==> src/inc/strap_arb_pkg.sv <==
// package for the strap-configured system bus master and arbitration logic
package strap_arb_pkg;

	// ------------------------------------------------------------
	// register map (byte addresses, one 32-bit word each)
	// ------------------------------------------------------------
	localparam logic [7:0] STRAP_CFG_OFF = 8'h00;
	localparam logic [7:0] WAKE_ADDR_OFF = 8'h04;
	localparam logic [7:0] XFER_CTRL_OFF = 8'h08;
	localparam logic [7:0] STATUS_OFF = 8'h0C;
	localparam logic [7:0] PORT_NUM_OFF = 8'h10;
	localparam logic [7:0] PAGE_BASE_OFF = 8'h14;

	// ------------------------------------------------------------
	// strap configuration field positions
	// ------------------------------------------------------------
	localparam int PORT16_BIT = 0;
	localparam int DATA16_BIT = 1;
	localparam int CBRQ_BUS_BIT = 2;
	localparam int ANY_BIT = 3;
	localparam int SERIAL_BIT = 4;
	localparam int LOCK_EN_BIT = 5;
	localparam int HIGH_PAGE_BIT = 6;
	localparam int INT_SEL_LSB = 8;
	localparam int INT_SEL_W = 3;
	localparam int TERM_LSB = 12;
	localparam int OPT_LSB = 16;
	localparam int DREQ_LSB = 20;

	// transfer control bits
	localparam int XF_GO_BIT = 0;
	localparam int XF_MULTI_BIT = 1;
	localparam int XF_IRQ_BIT = 2;
	localparam int XF_COUNT_LSB = 8;
	localparam int XF_COUNT_W = 8;

	// ------------------------------------------------------------
	// widths and reset values
	// ------------------------------------------------------------
	localparam int WAKE_W = 16;
	localparam int PAGE_W = 4;
	localparam logic [PAGE_W-1:0] PAGE_LOW = 4'h0;
	localparam logic [PAGE_W-1:0] PAGE_HIGH = 4'hF;
	localparam logic [31:0] STRAP_RESET = 32'h0000_0000;
	localparam logic [31:0] WORD_ZERO = 32'h0000_0000;
	localparam logic [7:0] PORT8_MASK = 8'hFF;

	// arbiter states
	typedef enum logic [2:0] {
		ARB_IDLE,
		ARB_REQ,
		ARB_OWN,
		ARB_XFER,
		ARB_PARK
	} arb_state_t;

	// bus-facing arbitration pins, true level except active-low busy_oe_n and cbrq_oe_n (inversion done at the pad)
	typedef struct packed {
		logic busy_out;
		logic busy_oe_n;
		logic breq;
		logic bpro;
		logic cbrq_out;
		logic cbrq_oe_n;
		logic lock;
	} arb_pins_t;

endpackage : strap_arb_pkg

==> src/rtl/strap_arb.sv <==
// strap-configured system bus master arbitration, port decode and routing
`timescale 1ns/1ps

module strap_arb #(
	parameter int SOCKETS = 2
) (
	// clock and reset
	input wire logic clk_i,
	input wire logic rst_i,
	// classic wishbone slave
	input wire logic wb_cyc_i,
	input wire logic wb_stb_i,
	input wire logic wb_we_i,
	input wire logic [7:0] wb_adr_i,
	input wire logic [3:0] wb_sel_i,
	input wire logic [31:0] wb_dat_i,
	output logic [31:0] wb_dat_o,
	output logic wb_ack_o,
	// straps, fitted reads high
	input wire logic [31:0] strap_cfg_i,
	input wire logic [strap_arb_pkg::WAKE_W-1:0] wake_strap_i,
	// internal interrupt request
	input wire logic irq_i,
	// bus arbitration inputs, true level
	input wire logic bprn_i,
	input wire logic busy_in_i,
	input wire logic cbrq_in_i,
	// bus arbitration outputs
	output strap_arb_pkg::arb_pins_t arb_o,
	output logic [7:0] int_o,
	output logic bus_16_o,
	output logic [strap_arb_pkg::PAGE_W-1:0] page_o,
	// expansion sockets
	input wire logic [SOCKETS-1:0] opt0_in_i,
	input wire logic [SOCKETS-1:0] opt1_in_i,
	input wire logic [SOCKETS-1:0] dreq_i,
	input wire logic [SOCKETS-1:0] opt0_val_i,
	input wire logic [SOCKETS-1:0] opt1_val_i,
	output logic [SOCKETS-1:0] term_en_o,
	output logic [SOCKETS-1:0] opt0_out_o,
	output logic [SOCKETS-1:0] opt0_oe_n_o,
	output logic [SOCKETS-1:0] opt1_out_o,
	output logic [SOCKETS-1:0] opt1_oe_n_o,
	output logic dma_req_o
);

	// ------------------------------------------------------------
	// strap capture
	// ------------------------------------------------------------
	logic [31:0] cfg_q;
	logic [strap_arb_pkg::WAKE_W-1:0] wake_q;
	logic cap_done_q;

	// straps are jumpers: one capture, no synchroniser, and bus pins arrive in this clock
	// a strap moved while running takes effect only after the next reset
	// caught once after release; later strap wiggles are ignored on purpose
	always_ff @(posedge clk_i) begin
		if (rst_i) begin
			cfg_q <= strap_arb_pkg::STRAP_RESET;
			wake_q <= '0;
			cap_done_q <= 1'b0;
		end else if (!cap_done_q) begin
			cfg_q <= strap_cfg_i;
			wake_q <= wake_strap_i;
			cap_done_q <= 1'b1;
		end
	end

	// field views of the captured straps
	logic port16, data16, cbrq_bus, any_req, serial, lock_en, high_page;
	logic [strap_arb_pkg::INT_SEL_W-1:0] int_sel;
	assign port16 = cfg_q[strap_arb_pkg::PORT16_BIT];
	assign data16 = cfg_q[strap_arb_pkg::DATA16_BIT];
	assign cbrq_bus = cfg_q[strap_arb_pkg::CBRQ_BUS_BIT];
	assign any_req = cfg_q[strap_arb_pkg::ANY_BIT];
	assign serial = cfg_q[strap_arb_pkg::SERIAL_BIT];
	assign lock_en = cfg_q[strap_arb_pkg::LOCK_EN_BIT];
	assign high_page = cfg_q[strap_arb_pkg::HIGH_PAGE_BIT];
	assign int_sel = cfg_q[strap_arb_pkg::INT_SEL_LSB +: strap_arb_pkg::INT_SEL_W];

	// ------------------------------------------------------------
	// port decode, data width and page
	// ------------------------------------------------------------
	logic [strap_arb_pkg::WAKE_W-1:0] port_num_q;
	logic [strap_arb_pkg::PAGE_W-1:0] page_q;
	logic bus16_q;

	// refreshed every cycle from captured straps, valid two edges after reset
	// the mask is kept although the slice already drops the upper byte
	// upper byte masked off for hosts with 8-bit port addressing
	always_ff @(posedge clk_i) begin
		if (rst_i) begin
			port_num_q <= '0;
		end else if (port16) begin
			port_num_q <= wake_q;
		end else begin
			port_num_q <= {8'h00, wake_q[7:0] & strap_arb_pkg::PORT8_MASK};
		end
	end

	// page is only the upper address nibble; the job supplies the lower bits
	// wide transfers depend only on the strap, not on the host's own width
	always_ff @(posedge clk_i) begin
		if (rst_i) begin
			bus16_q <= 1'b0;
			page_q <= strap_arb_pkg::PAGE_LOW;
		end else begin
			bus16_q <= data16;
			page_q <= high_page ? strap_arb_pkg::PAGE_HIGH : strap_arb_pkg::PAGE_LOW;
		end
	end

	// ------------------------------------------------------------
	// interrupt routing
	// ------------------------------------------------------------
	logic irq_sw_q;
	logic [7:0] int_q;

	// the software bit shares the line, so the path can be raised without the core
	// there is no enable: software must drop its own bit
	// at most one line is ever active; none while both requests are low
	always_ff @(posedge clk_i) begin
		if (rst_i) begin
			int_q <= 8'h00;
		end else begin
			int_q <= (irq_i | irq_sw_q) ? (8'h01 << int_sel) : 8'h00;
		end
	end

	// ------------------------------------------------------------
	// expansion socket routing
	// ------------------------------------------------------------
	logic [SOCKETS-1:0] term_q, o0_q, o0_oe_n_q, o1_q, o1_oe_n_q;
	logic [SOCKETS-1:0] o0_rx_q, o1_rx_q;
	logic dma_q;

	// one copy of the socket logic per socket; the status word assumes two
	genvar g;
	generate
		for (g = 0; g < SOCKETS; g++) begin : g_sock
			// a driven line reads back as zero so the board never hears its own echo
			// a fitted strap drives the option line, absent leaves it as input
			always_ff @(posedge clk_i) begin
				if (rst_i) begin
					term_q[g] <= 1'b0;
					o0_q[g] <= 1'b0;
					o1_q[g] <= 1'b0;
					o0_oe_n_q[g] <= 1'b1;
					o1_oe_n_q[g] <= 1'b1;
					o0_rx_q[g] <= 1'b0;
					o1_rx_q[g] <= 1'b0;
				end else begin
					term_q[g] <= cfg_q[strap_arb_pkg::TERM_LSB + g];
					o0_oe_n_q[g] <= ~cfg_q[strap_arb_pkg::OPT_LSB + 2*g];
					o1_oe_n_q[g] <= ~cfg_q[strap_arb_pkg::OPT_LSB + 2*g + 1];
					o0_q[g] <= opt0_val_i[g];
					o1_q[g] <= opt1_val_i[g];
					o0_rx_q[g] <= cfg_q[strap_arb_pkg::OPT_LSB + 2*g] ? 1'b0 : opt0_in_i[g];
					o1_rx_q[g] <= cfg_q[strap_arb_pkg::OPT_LSB + 2*g + 1] ? 1'b0 : opt1_in_i[g];
				end
			end
		end
	endgenerate

	// both fitted or both absent merge the two requests
	// strap bit 0 takes only the second socket, bit 1 only the first, else both
	always_ff @(posedge clk_i) begin
		if (rst_i) begin
			dma_q <= 1'b0;
		end else begin
			case (cfg_q[strap_arb_pkg::DREQ_LSB +: 2])
				2'h1: dma_q <= dreq_i[1];
				2'h2: dma_q <= dreq_i[0];
				default: dma_q <= |dreq_i;
			endcase
		end
	end

	// ------------------------------------------------------------
	// arbiter
	// ------------------------------------------------------------
	strap_arb_pkg::arb_state_t st_q;
	logic [strap_arb_pkg::XF_COUNT_W-1:0] left_q;
	// job length lives here so the arbiter can load it
	// software writes it through the bus slave below
	logic [strap_arb_pkg::XF_COUNT_W-1:0] xfer_count_q;
	logic multi_q, go_q, done_q;
	logic cbrq_seen;
	logic yield;

	// both terms read live pins; the state register is what samples them
	// a tied-low request line looks as if someone always wants the bus
	assign cbrq_seen = cbrq_bus ? cbrq_in_i : 1'b1;
	// losing priority forces release except while a multi job is transferring; common request only when allowed
	assign yield = !bprn_i || (any_req && cbrq_seen);

	// arbiter sequence: idle, request, transfer, then park or give up the bus
	// busy_in only matters while asking; an owner never looks at it
	always_ff @(posedge clk_i) begin
		if (rst_i) begin
			st_q <= strap_arb_pkg::ARB_IDLE;
			left_q <= '0;
			done_q <= 1'b0;
		end else begin
			done_q <= 1'b0;
			case (st_q)
				strap_arb_pkg::ARB_IDLE: begin
					// count is loaded once per job, never on a re-arbitration
					if (go_q) begin
						st_q <= strap_arb_pkg::ARB_REQ;
						left_q <= xfer_count_q;
					end
				end
				strap_arb_pkg::ARB_REQ: begin
					// a re-arbitration resumes where the job stopped; reloading here
					// would restart the count and a per-access job would never end
					if (bprn_i && !busy_in_i) begin
						st_q <= strap_arb_pkg::ARB_XFER;
					end
				end
				strap_arb_pkg::ARB_XFER: begin
					// multi jobs ignore yield until done, which keeps lock meaningful
					// the count runs down once per access, so a job of N makes N+1 accesses
					// one access per cycle; count zero ends the job
					if (left_q == '0) begin
						done_q <= 1'b1;
						st_q <= yield ? strap_arb_pkg::ARB_IDLE : strap_arb_pkg::ARB_PARK;
					end else begin
						left_q <= left_q - 1'b1;
						if (yield && !multi_q) begin
							st_q <= strap_arb_pkg::ARB_REQ;
						end
					end
				end
				strap_arb_pkg::ARB_PARK: begin
					// a new job while parked skips arbitration entirely
					// parked owner keeps busy so no re-arbitration is needed
					if (go_q) begin
						st_q <= strap_arb_pkg::ARB_XFER;
						left_q <= xfer_count_q;
					end else if (yield) begin
						st_q <= strap_arb_pkg::ARB_IDLE;
					end
				end
				default: st_q <= strap_arb_pkg::ARB_IDLE;
			endcase
		end
	end

	// pin drive, registered
	// every pin is a flop so nothing glitches onto the shared lines
	strap_arb_pkg::arb_pins_t arb_q;
	logic own_next;
	// owning covers transferring and parked; busy follows one edge later
	assign own_next = (st_q == strap_arb_pkg::ARB_XFER) || (st_q == strap_arb_pkg::ARB_PARK);

	always_ff @(posedge clk_i) begin
		if (rst_i) begin
			arb_q <= '{busy_out: 1'b0, busy_oe_n: 1'b1, breq: 1'b0, bpro: 1'b0,
				cbrq_out: 1'b0, cbrq_oe_n: 1'b1, lock: 1'b0};
		end else begin
			arb_q.busy_out <= own_next;
			arb_q.busy_oe_n <= !own_next;
			arb_q.breq <= (st_q == strap_arb_pkg::ARB_REQ) || own_next;
			// priority passes down only when this master does not want the bus
			arb_q.bpro <= serial && bprn_i && (st_q == strap_arb_pkg::ARB_IDLE);
			arb_q.cbrq_out <= (st_q == strap_arb_pkg::ARB_REQ);
			arb_q.cbrq_oe_n <= !(cbrq_bus && (st_q == strap_arb_pkg::ARB_REQ));
			arb_q.lock <= lock_en && multi_q && (st_q == strap_arb_pkg::ARB_XFER);
		end
	end

	// ------------------------------------------------------------
	// wishbone slave
	// ------------------------------------------------------------
	logic [31:0] rdat_q;
	logic ack_q, done_sticky_q;
	logic req;
	// taken only while ack is low, so one cycle writes once
	assign req = wb_cyc_i && wb_stb_i && !ack_q;

	// count and control bits sit in separate byte lanes and may be written apart
	// control word; go self-clears once the arbiter takes the job
	always_ff @(posedge clk_i) begin
		if (rst_i) begin
			go_q <= 1'b0;
			multi_q <= 1'b0;
			irq_sw_q <= 1'b0;
			xfer_count_q <= '0;
		end else begin
			if (req && wb_we_i && wb_adr_i == strap_arb_pkg::XFER_CTRL_OFF && wb_sel_i[0]) begin
				go_q <= wb_dat_i[strap_arb_pkg::XF_GO_BIT];
				multi_q <= wb_dat_i[strap_arb_pkg::XF_MULTI_BIT];
				irq_sw_q <= wb_dat_i[strap_arb_pkg::XF_IRQ_BIT];
			end else if (st_q == strap_arb_pkg::ARB_REQ || st_q == strap_arb_pkg::ARB_PARK) begin
				go_q <= 1'b0;
			end
			if (req && wb_we_i && wb_adr_i == strap_arb_pkg::XFER_CTRL_OFF && wb_sel_i[1]) begin
				xfer_count_q <= wb_dat_i[strap_arb_pkg::XF_COUNT_LSB +: strap_arb_pkg::XF_COUNT_W];
			end
		end
	end

	// a clear racing a finishing job loses, so no completion is missed
	// done flag: set wins over a same-cycle write-one clear
	always_ff @(posedge clk_i) begin
		if (rst_i) begin
			done_sticky_q <= 1'b0;
		end else if (done_q) begin
			done_sticky_q <= 1'b1;
		end else if (req && wb_we_i && wb_adr_i == strap_arb_pkg::STATUS_OFF && wb_sel_i[0] && wb_dat_i[0]) begin
			done_sticky_q <= 1'b0;
		end
	end

	// read data follows the live address each cycle; only the acked copy counts
	// single wait state, unmapped addresses read zero
	always_ff @(posedge clk_i) begin
		if (rst_i) begin
			ack_q <= 1'b0;
			rdat_q <= strap_arb_pkg::WORD_ZERO;
		end else begin
			ack_q <= req;
			case (wb_adr_i)
				strap_arb_pkg::STRAP_CFG_OFF: rdat_q <= cfg_q;
				strap_arb_pkg::WAKE_ADDR_OFF: rdat_q <= {16'h0000, wake_q};
				strap_arb_pkg::XFER_CTRL_OFF: rdat_q <= {16'h0000, xfer_count_q, 5'h00, irq_sw_q, multi_q, go_q};
				// exactly 32 bits: option receive bits sit at 9:6 right above the state
				strap_arb_pkg::STATUS_OFF: rdat_q <= {22'h000000, o1_rx_q[1:0], o0_rx_q[1:0],
					st_q, arb_q.lock, arb_q.busy_out, done_sticky_q};
				strap_arb_pkg::PORT_NUM_OFF: rdat_q <= {16'h0000, port_num_q};
				strap_arb_pkg::PAGE_BASE_OFF: rdat_q <= {27'h0000000, bus16_q, page_q};
				default: rdat_q <= strap_arb_pkg::WORD_ZERO;
			endcase
		end
	end

	// ------------------------------------------------------------
	// outputs
	// ------------------------------------------------------------
	// plain wires from the flops above; no logic between a flop and a pin
	assign wb_ack_o = ack_q;
	assign wb_dat_o = rdat_q;
	assign arb_o = arb_q;
	assign int_o = int_q;
	assign bus_16_o = bus16_q;
	assign page_o = page_q;
	assign term_en_o = term_q;
	assign opt0_out_o = o0_q;
	assign opt0_oe_n_o = o0_oe_n_q;
	assign opt1_out_o = o1_q;
	assign opt1_oe_n_o = o1_oe_n_q;
	assign dma_req_o = dma_q;

endmodule : strap_arb

==> config.mk <==
export PLATFORM = sky130hd
export DESIGN_NAME = strap_arb
export DESIGN_NICKNAME = d
export VERILOG_FILES = /design/src/inc/strap_arb_pkg.sv /design/src/rtl/strap_arb.sv
export SDC_FILE = /design/constraint.sdc
export NUM_CORES = 1
export LEC_CHECK = 0
export BUFFER_PORTS_ARGS = -buffer_cell sky130_fd_sc_hd__buf_2
export CAP_MARGIN = 20
export CORE_MARGIN = 5
export CORE_UTILIZATION = 45
export DETAILED_ROUTE_END_ITERATION = 6
export PLACE_DENSITY_LB_ADDON = 0.08
export SLEW_MARGIN = 30
export SYNTH_ARGS = -nofsm -noshare
export SYNTH_HDL_FRONTEND = slang
export SYNTH_SLANG_ARGS = --single-unit
==> constraint.sdc <==
create_clock -name clk_i -period 1.8 [get_ports clk_i]
set_input_delay 0.18 -clock clk_i [delete_from_list [all_inputs] [get_ports clk_i]]
set_output_delay 0.18 -clock clk_i [all_outputs]
set_load 0.1 [all_outputs]
==> flow_summary.ini, run 1 <==
[clocking]
htreeDepth = 4
cts_buffers = 17
cts_tree = yes
cts-root-buf = clkbuf_16
clk_path_buf_depth = 2
clkLatencyLatePin_ps = 420
cts.clk_slew.worst_paths_ps = 60
cts_sinks = 154

[synthesis]
synth-seq-area-share = 0.535
syn_nets = 689
ys.flop_type = dfxtp_1
syn_area_mm2 = 0.00576
yosys.area_share.simple = 0.192
ys_ff_latch = 154
synthCells = 574
synthMuxAreaShare = 0.149
synth_top_family_by_area = simple AND/OR/NAND/NOR gates
yosys.area_share.adder = 0.00869
synth_warnings = 0
syn_avg_cell_area_um2 = 10.0
synth_xor_area_frac = 0.00152
synth_cell_type_count = 47
synth_compound_area_frac = 0.0775
synth_edf_count = 0
async_flop_share = 0

[worst_setup_path]
path_cells = dlygate4sd3_1, buf_2, nand2_1, nor3b_1, buf_4, and3_1, buf_12, mux2i_1, nor2_1
arrival_ps = 1980
required_ps = 2100
cp_slowest_cell = dlygate4sd3_1
path_class = input pin to register
setup.worst_path.end_class = register
cp_max_fo = 8
start_kind = input pin
cp_slowest_stage_delay_ps = 520

[hold_path]
min_path_type = input pin to register

[placement]
dp_hpwl_um = 10800
dp_cells = 888
gp_congestion = 0.829
place_ws_ps = -75.9
io_buffers = 151

[grt]
grt_pass1_wl_um = 25100
grt_antenna_before_repair = 0
grt_usage = 0.215
grt_overflow = 0
grt_pass1_vias = 5028
grt_max_degree = 49

[layout]
stdcell_count = 972
drive_gt1_frac = 0.286
diodes = 0
syn_to_final_growth_pct = 37.7
fin_nets = 903
finalCoreUtilization = 0.631

[detailed_routing]
met2WireLength_um = 7510
vias_per_cell = 4.94
drc = 0
ant_nets = 0
wl_um = 15500
wl_per_cell_um = 16.0
drt-pass1-iter-count = 4
dr.max_layer_used = met4
drtIter0Drc = 377
m1WireLength_um = 6710
wl_met3_um = 1040
num_vias = 4799

[timing]
final.setup.worst_slack_ps = 118
timing.final.max_slew_violations = 0
finClkSkew_ps = 6.58
hold_viol_final = 1
setup_viol = 0
fmax_mhz = 595
max_slew.worst_pin.slew_ps = 613
relSlewSlack = 0.591
period_minus_slack_ps = 1680
holdWs_ps = -0.109
fin_crit_sh = 0.934

[pwr]
p_leak_nw = 3.60
peakVddDrop_v = 0.000629
powerDensity_mw_per_mm2 = 969

[status]
violations = hold timing
status = finished, violations left

[floorplanning]
chipWidth_um = 123
die_h_um = 123
pin_count = 175
core_mm2 = 0.0126
num_rows = 41
start_util = 0.458
die-area_mm2 = 0.0152

[job]
maxCapViolations = 0
power breakdown:
part	leakage, nW	switching, mW	internal (mW)
clock	0.273	1.31	2.09
combinational	2.07	0.394	0.307
sequential	1.26	0.0683	3.51
flip-flops by register name (all words and copies together), names as in the netlist, 2 cells and up:
register	cells
opt0_out_o	2
left_q	8
cfg_q	32
term_en_o	2
arb_o	7
int_o	8
st_q	3
opt1_out_o	2
xfer_count_q	8
port_num_q	16
wake_q	16
o0_rx_q	2
opt1_oe_n_o	2
opt0_oe_n_o	2
o1_rx_q	2
wb_dat_o	32
worst max-delay path: cells and delay by family:
kind                   cells  cell delay, ps
and+or+nand+nor            4             630
muxes                      1             200
buffers and inverters      4             960
cell type report:
cell class | count | area [um^2]
Clock buffer | 23 | 468
Tap cell | 172 | 215
Fill cell | 1035 | 4640
Sequential cell | 154 | 3080
Timing Repair Buffer | 234 | 1560
Clock inverter | 8 | 95.1
Inverter | 7 | 26.3
Multi-Input combinational cell | 374 | 2480
logic make-up after synthesis:
kind of cell,count (synthesis)
AND/OR/NAND/NOR,222
flip-flops,154
multiplexers,76
AO/OA/AOI/OAI,71
buffers and inverters,46
adder cells (fa/ha/maj),4
XOR/XNOR,1
path summary, 6_finish.rpt:
path	startpoint	end	slack, ps	cells after the start
setup / recovery	wb_stb_i	xfer_count_q[5]$_SDFFE_PP0P_	120	9
hold / removal	wb_dat_i[2]	irq_sw_q$_SDFFE_PP0P_	-0.1	3
setup reg to reg	st_q[0]$_SDFFE_PP0P_	left_q[4]$_SDFFE_PP0P_	130	5
hold reg to reg	cfg_q[19]$_SDFFE_PP0N_	opt1_oe_n_o[1]$_SDFF_PP1_	420	1
cells in the mapped netlist (5+ instances only):
| cell type | instances | share of area |
|---|---|---|
| nor3b_1 | 5 | 0.0065 |
| mux2_2 | 6 | 0.012 |
| nor3_1 | 11 | 0.0096 |
| nor2_1 | 92 | 0.060 |
| inv_1 | 7 | 0.0046 |
| a22oi_1 | 13 | 0.017 |
| nor2b_1 | 23 | 0.025 |
| dfxtp_1 | 154 | 0.54 |
| and3_1 | 17 | 0.018 |
| o21ai_0 | 14 | 0.012 |
| buf_1 | 8 | 0.0052 |
| a21oi_1 | 26 | 0.023 |
| mux4_2 | 7 | 0.027 |
| clkbuf_1 | 22 | 0.014 |
| nand2_1 | 40 | 0.026 |
| nand2b_1 | 10 | 0.011 |
| mux2i_1 | 63 | 0.11 |
| and2_1 | 9 | 0.0098 |
placed cells by master, fill, tap and decap left out, drive strengths merged, types with 13 or more instances in the layout:
cell type    instances
a22oi               13
dfxtp              154
buf                181
o21ai               14
nor2                92
nor2b               23
dlygate4sd3         53
clkbuf              23
a21oi               26
mux2i               63
nand2               40
and3                17
through the flow:
stage	setup TNS, ps	hold slack, ps	total power [mW]	area, um^2
after floorplan	-95.1	308	4.04	5760
after global placement	-490	388	4.25	6830
after detailed placement	-552	394	4.26	6830
after CTS	0	0.353	7.76	7920
after global routing	-12.4	18.9	7.99	7930
final	0	-0.109	7.69	7930
per-layer routing:
layer / track usage / vias up
li1: - / 2391
met3: 0.0540 / 25
met1: 0.262 / 2231
met4: 0.0782 / 0
met5: 0 / -
met2: 0.367 / 152
what timing repair did:
item | 4_1_cts | 5_1_grt
resized for setup | 0 | 4
setup endpoints to repair | 0 | 7
endpoints found under the hold margin | 52 | 0
hold buffers | 53 | 0
buffers inserted | 0 | 0
(Power assumes the default switching activity.)
==> inputs of run 2 (changes only) <==
--- a/config.mk
+++ b/config.mk
@@ -5,6 +5,7 @@
 export SDC_FILE = /design/constraint.sdc
 export NUM_CORES = 1
 export LEC_CHECK = 0
+export ABC_AREA = 1
 export BUFFER_PORTS_ARGS = -buffer_cell sky130_fd_sc_hd__buf_2
 export CAP_MARGIN = 20
 export CORE_MARGIN = 5
==> run 2 against run 1 <==
Net effect: the run now ends clean; highest routed layer is now met5; largest power group unchanged; non-clock buffer count is 56 lower; die area up 1.9%; clock skew down 1.1 ps; largest cell class unchanged; sequential power about the same; worst hold slack better by 18 ps; clock-buffer cell count down 2.
==> flow_summary.ini, run 2 <==
[status]
status = finished, final reports clean

[worst_setup_path]
r2r_setup_slack_ps = 380
required_ps = 1620
path_class = register to output pin
cp_slowest_cell = buf_2
setup.worst_path.end_class = output pin
r2r_end = left_q[7]$_SDFFE_PP0P_
r2r_start = left_q[0]$_SDFFE_PP0P_
arrival_ps = 1320
cp_num_buf_inv = 1
cp_slowest_stage_delay_ps = 470
cp_max_fo = 5
reg2reg_depth = 9
cp_top_family = buffers and inverters
start_kind = register
path_cells = buf_2

[placement]
dp_hpwl_um = 11400
dp_cells = 1047
postPlaceCellArea_mm2 = 0.00678
gp_congestion = 0.857
io_buffers = 151

[clocking]
cts_sinks = 154
cts_tree = yes
htreeDepth = 4
cts.clk_slew.worst_paths_ps = 60
post_cts_buffers = 0
ctsHoldBuffers = 17
cts_buffers = 17
cts-root-buf = clkbuf_16
clk_path_buf_depth = 2
cts_resized = 0
clkLatencyLatePin_ps = 410

[pwr]
intPower_mw = 5.77
powerDensity_mw_per_mm2 = 1000
power_frac_comb = 0.083
pwr-share-clk = 0.443
pwr-share-seq = 0.475
peakVddDrop_v = 0.000820
power_mw = 7.54
p_leak_nw = 3.47
p_switching_mw = 1.77
sw_frac_of_total = 0.235

[layout]
syn_to_final_growth_pct = 27.5
mostFrequentLayoutCell = dfxtp_1
fin_nets = 1026
stdcell_count = 1093
layout_common_cells = 153 x dfxtp_1, 151 x buf_2, 145 x nor2_1
diodes = 0
n_fill_cell = 1238
drive_gt1_frac = 0.249
finalInstanceArea_mm2 = 0.00750

[synthesis]
synth_common_cells = 154 x dfxtp_1, 146 x nor2_1, 82 x nand2_1
async_flop_share = 0
syn_nets = 862
yosysMostFrequentCell = dfxtp_1
ys.flop_type = dfxtp_1
synth_top_area_frac = 0.524
yosys.area.top_type = dfxtp_1
ys_ff_latch = 154
synth_cell_type_count = 36
syn_area_mm2 = 0.00588
synth_edf_count = 0
syn_avg_cell_area_um2 = 7.88
synth-seq-area-share = 0.524
synthTopCellsByArea = dfxtp_1 52%, nor2_1 9.3%, o21ai_0 6.1%, nand2_1 5.2%, inv_1 5.2%
synth_warnings = 0
synthCells = 747

[detailed_routing]
vias_per_cell = 4.82
drc = 0
ant_nets = 0
wl_per_cell_um = 14.1
num_vias = 5264
drtIter0Drc = 319
wl_um = 15400
drt-pass1-iter-count = 4

[timing]
fin_crit_sh = 0.831
rsz0062_at_grt = no
max_slew.worst_pin.slew_ps = 747
finClkSkew_ps = 5.45
hold_viol_final = 0
fmax_mhz = 668
period_minus_slack_ps = 1500
timing.final.max_slew_violations = 0
relSlewSlack = 0.501
tns_ps = 0
setup_viol = 0

[floorplanning]
die-area_mm2 = 0.0155
start_util = 0.463
core_mm2 = 0.0127
die_h_um = 124
num_rows = 41
pin_count = 175
chipWidth_um = 124

[hold_path]
min_path_type = input pin to register
worstHoldPathCells = 3
min-delay-start = strap_cfg_i[29]
whs_endpoint = cfg_q[29]$_SDFFE_PP0N_

[grt]
grt_pass1_vias = 5220
grt_max_degree = 51
grt_overflow = 0
grt_pass1_wl_um = 25100
grt_antenna_before_repair = 2
grt_usage = 0.199

[job]
maxCapViolations = 0
## run 2: cell type report
type                       instances  area [um^2]  share of cell area
clock buffer                      21          450              0.0600
timing repair buffer             178         1030               0.137
inverter                          89          338              0.0450
tap                              172          215              0.0287
clock inverter                     8         98.8              0.0132
multi-input combinational        471         2290               0.305
sequential                       154         3080               0.411
## run 2: through the flow
stage                     hold slack [ps]   util  worst slack [ps]
after floorplan                       287      -               116
after global placement                384  0.533               359
after detailed placement              387  0.533               316
after CTS                            2.10  0.590               297
after global routing                 12.1  0.590               250
final                                17.7  0.590               304
## run 2: cell families (layout without fill, tap and decap cells)
logic type | after synthesis | after routing | synth area share
AO/OA/AOI/OAI | 142 | 142 | 0.123
flip-flops | 154 | 154 | 0.524
buffers and inverters | 122 | 296 | 0.0872
adder cells (fa/ha/maj) | 4 | 4 | 0.00851
AND/OR/NAND/NOR | 325 | 325 | 0.257
## run 2: worst max-delay path by stage
stage | startpoint | end | slack, ps | cells past startpoint
after floorplan | wb_ack_o$_SDFF_PP0_ | go_q$_SDFFE_PP0P_ | 120 | 6
after global placement | wb_adr_i[1] | wb_dat_o[8]$_SDFF_PP0_ | 360 | 8
after detailed placement | wb_adr_i[4] | wb_dat_o[1]$_SDFF_PP0_ | 320 | 8
after CTS | page_o[2]$_SDFF_PP0_ | page_o[2] | 300 | 1
after global routing | left_q[0]$_SDFFE_PP0P_ | left_q[2]$_SDFFE_PP0P_ | 250 | 8
final | page_o[2]$_SDFF_PP0_ | page_o[0] | 300 | 1
## run 2: routing by layer
layer | share of wire | vias to the layer above | GRT usage
li1 | - | 2710 | -
met1 | 0.46 | 2395 | 0.251
met2 | 0.46 | 132 | 0.320
met3 | 0.062 | 23 | 0.0678
met4 | 0.016 | 4 | 0.0671
met5 | 0.0014 | - | 0
## run 2: power groups by stage
stage	sequential, mW	combinational (mW)	clock [mW]
global route	3.59	0.688	3.54
detailed placement	3.65	0.595	0
finish	3.58	0.624	3.34
CTS	3.58	0.627	3.41
global placement	3.65	0.585	0
floorplan	3.79	0.257	0
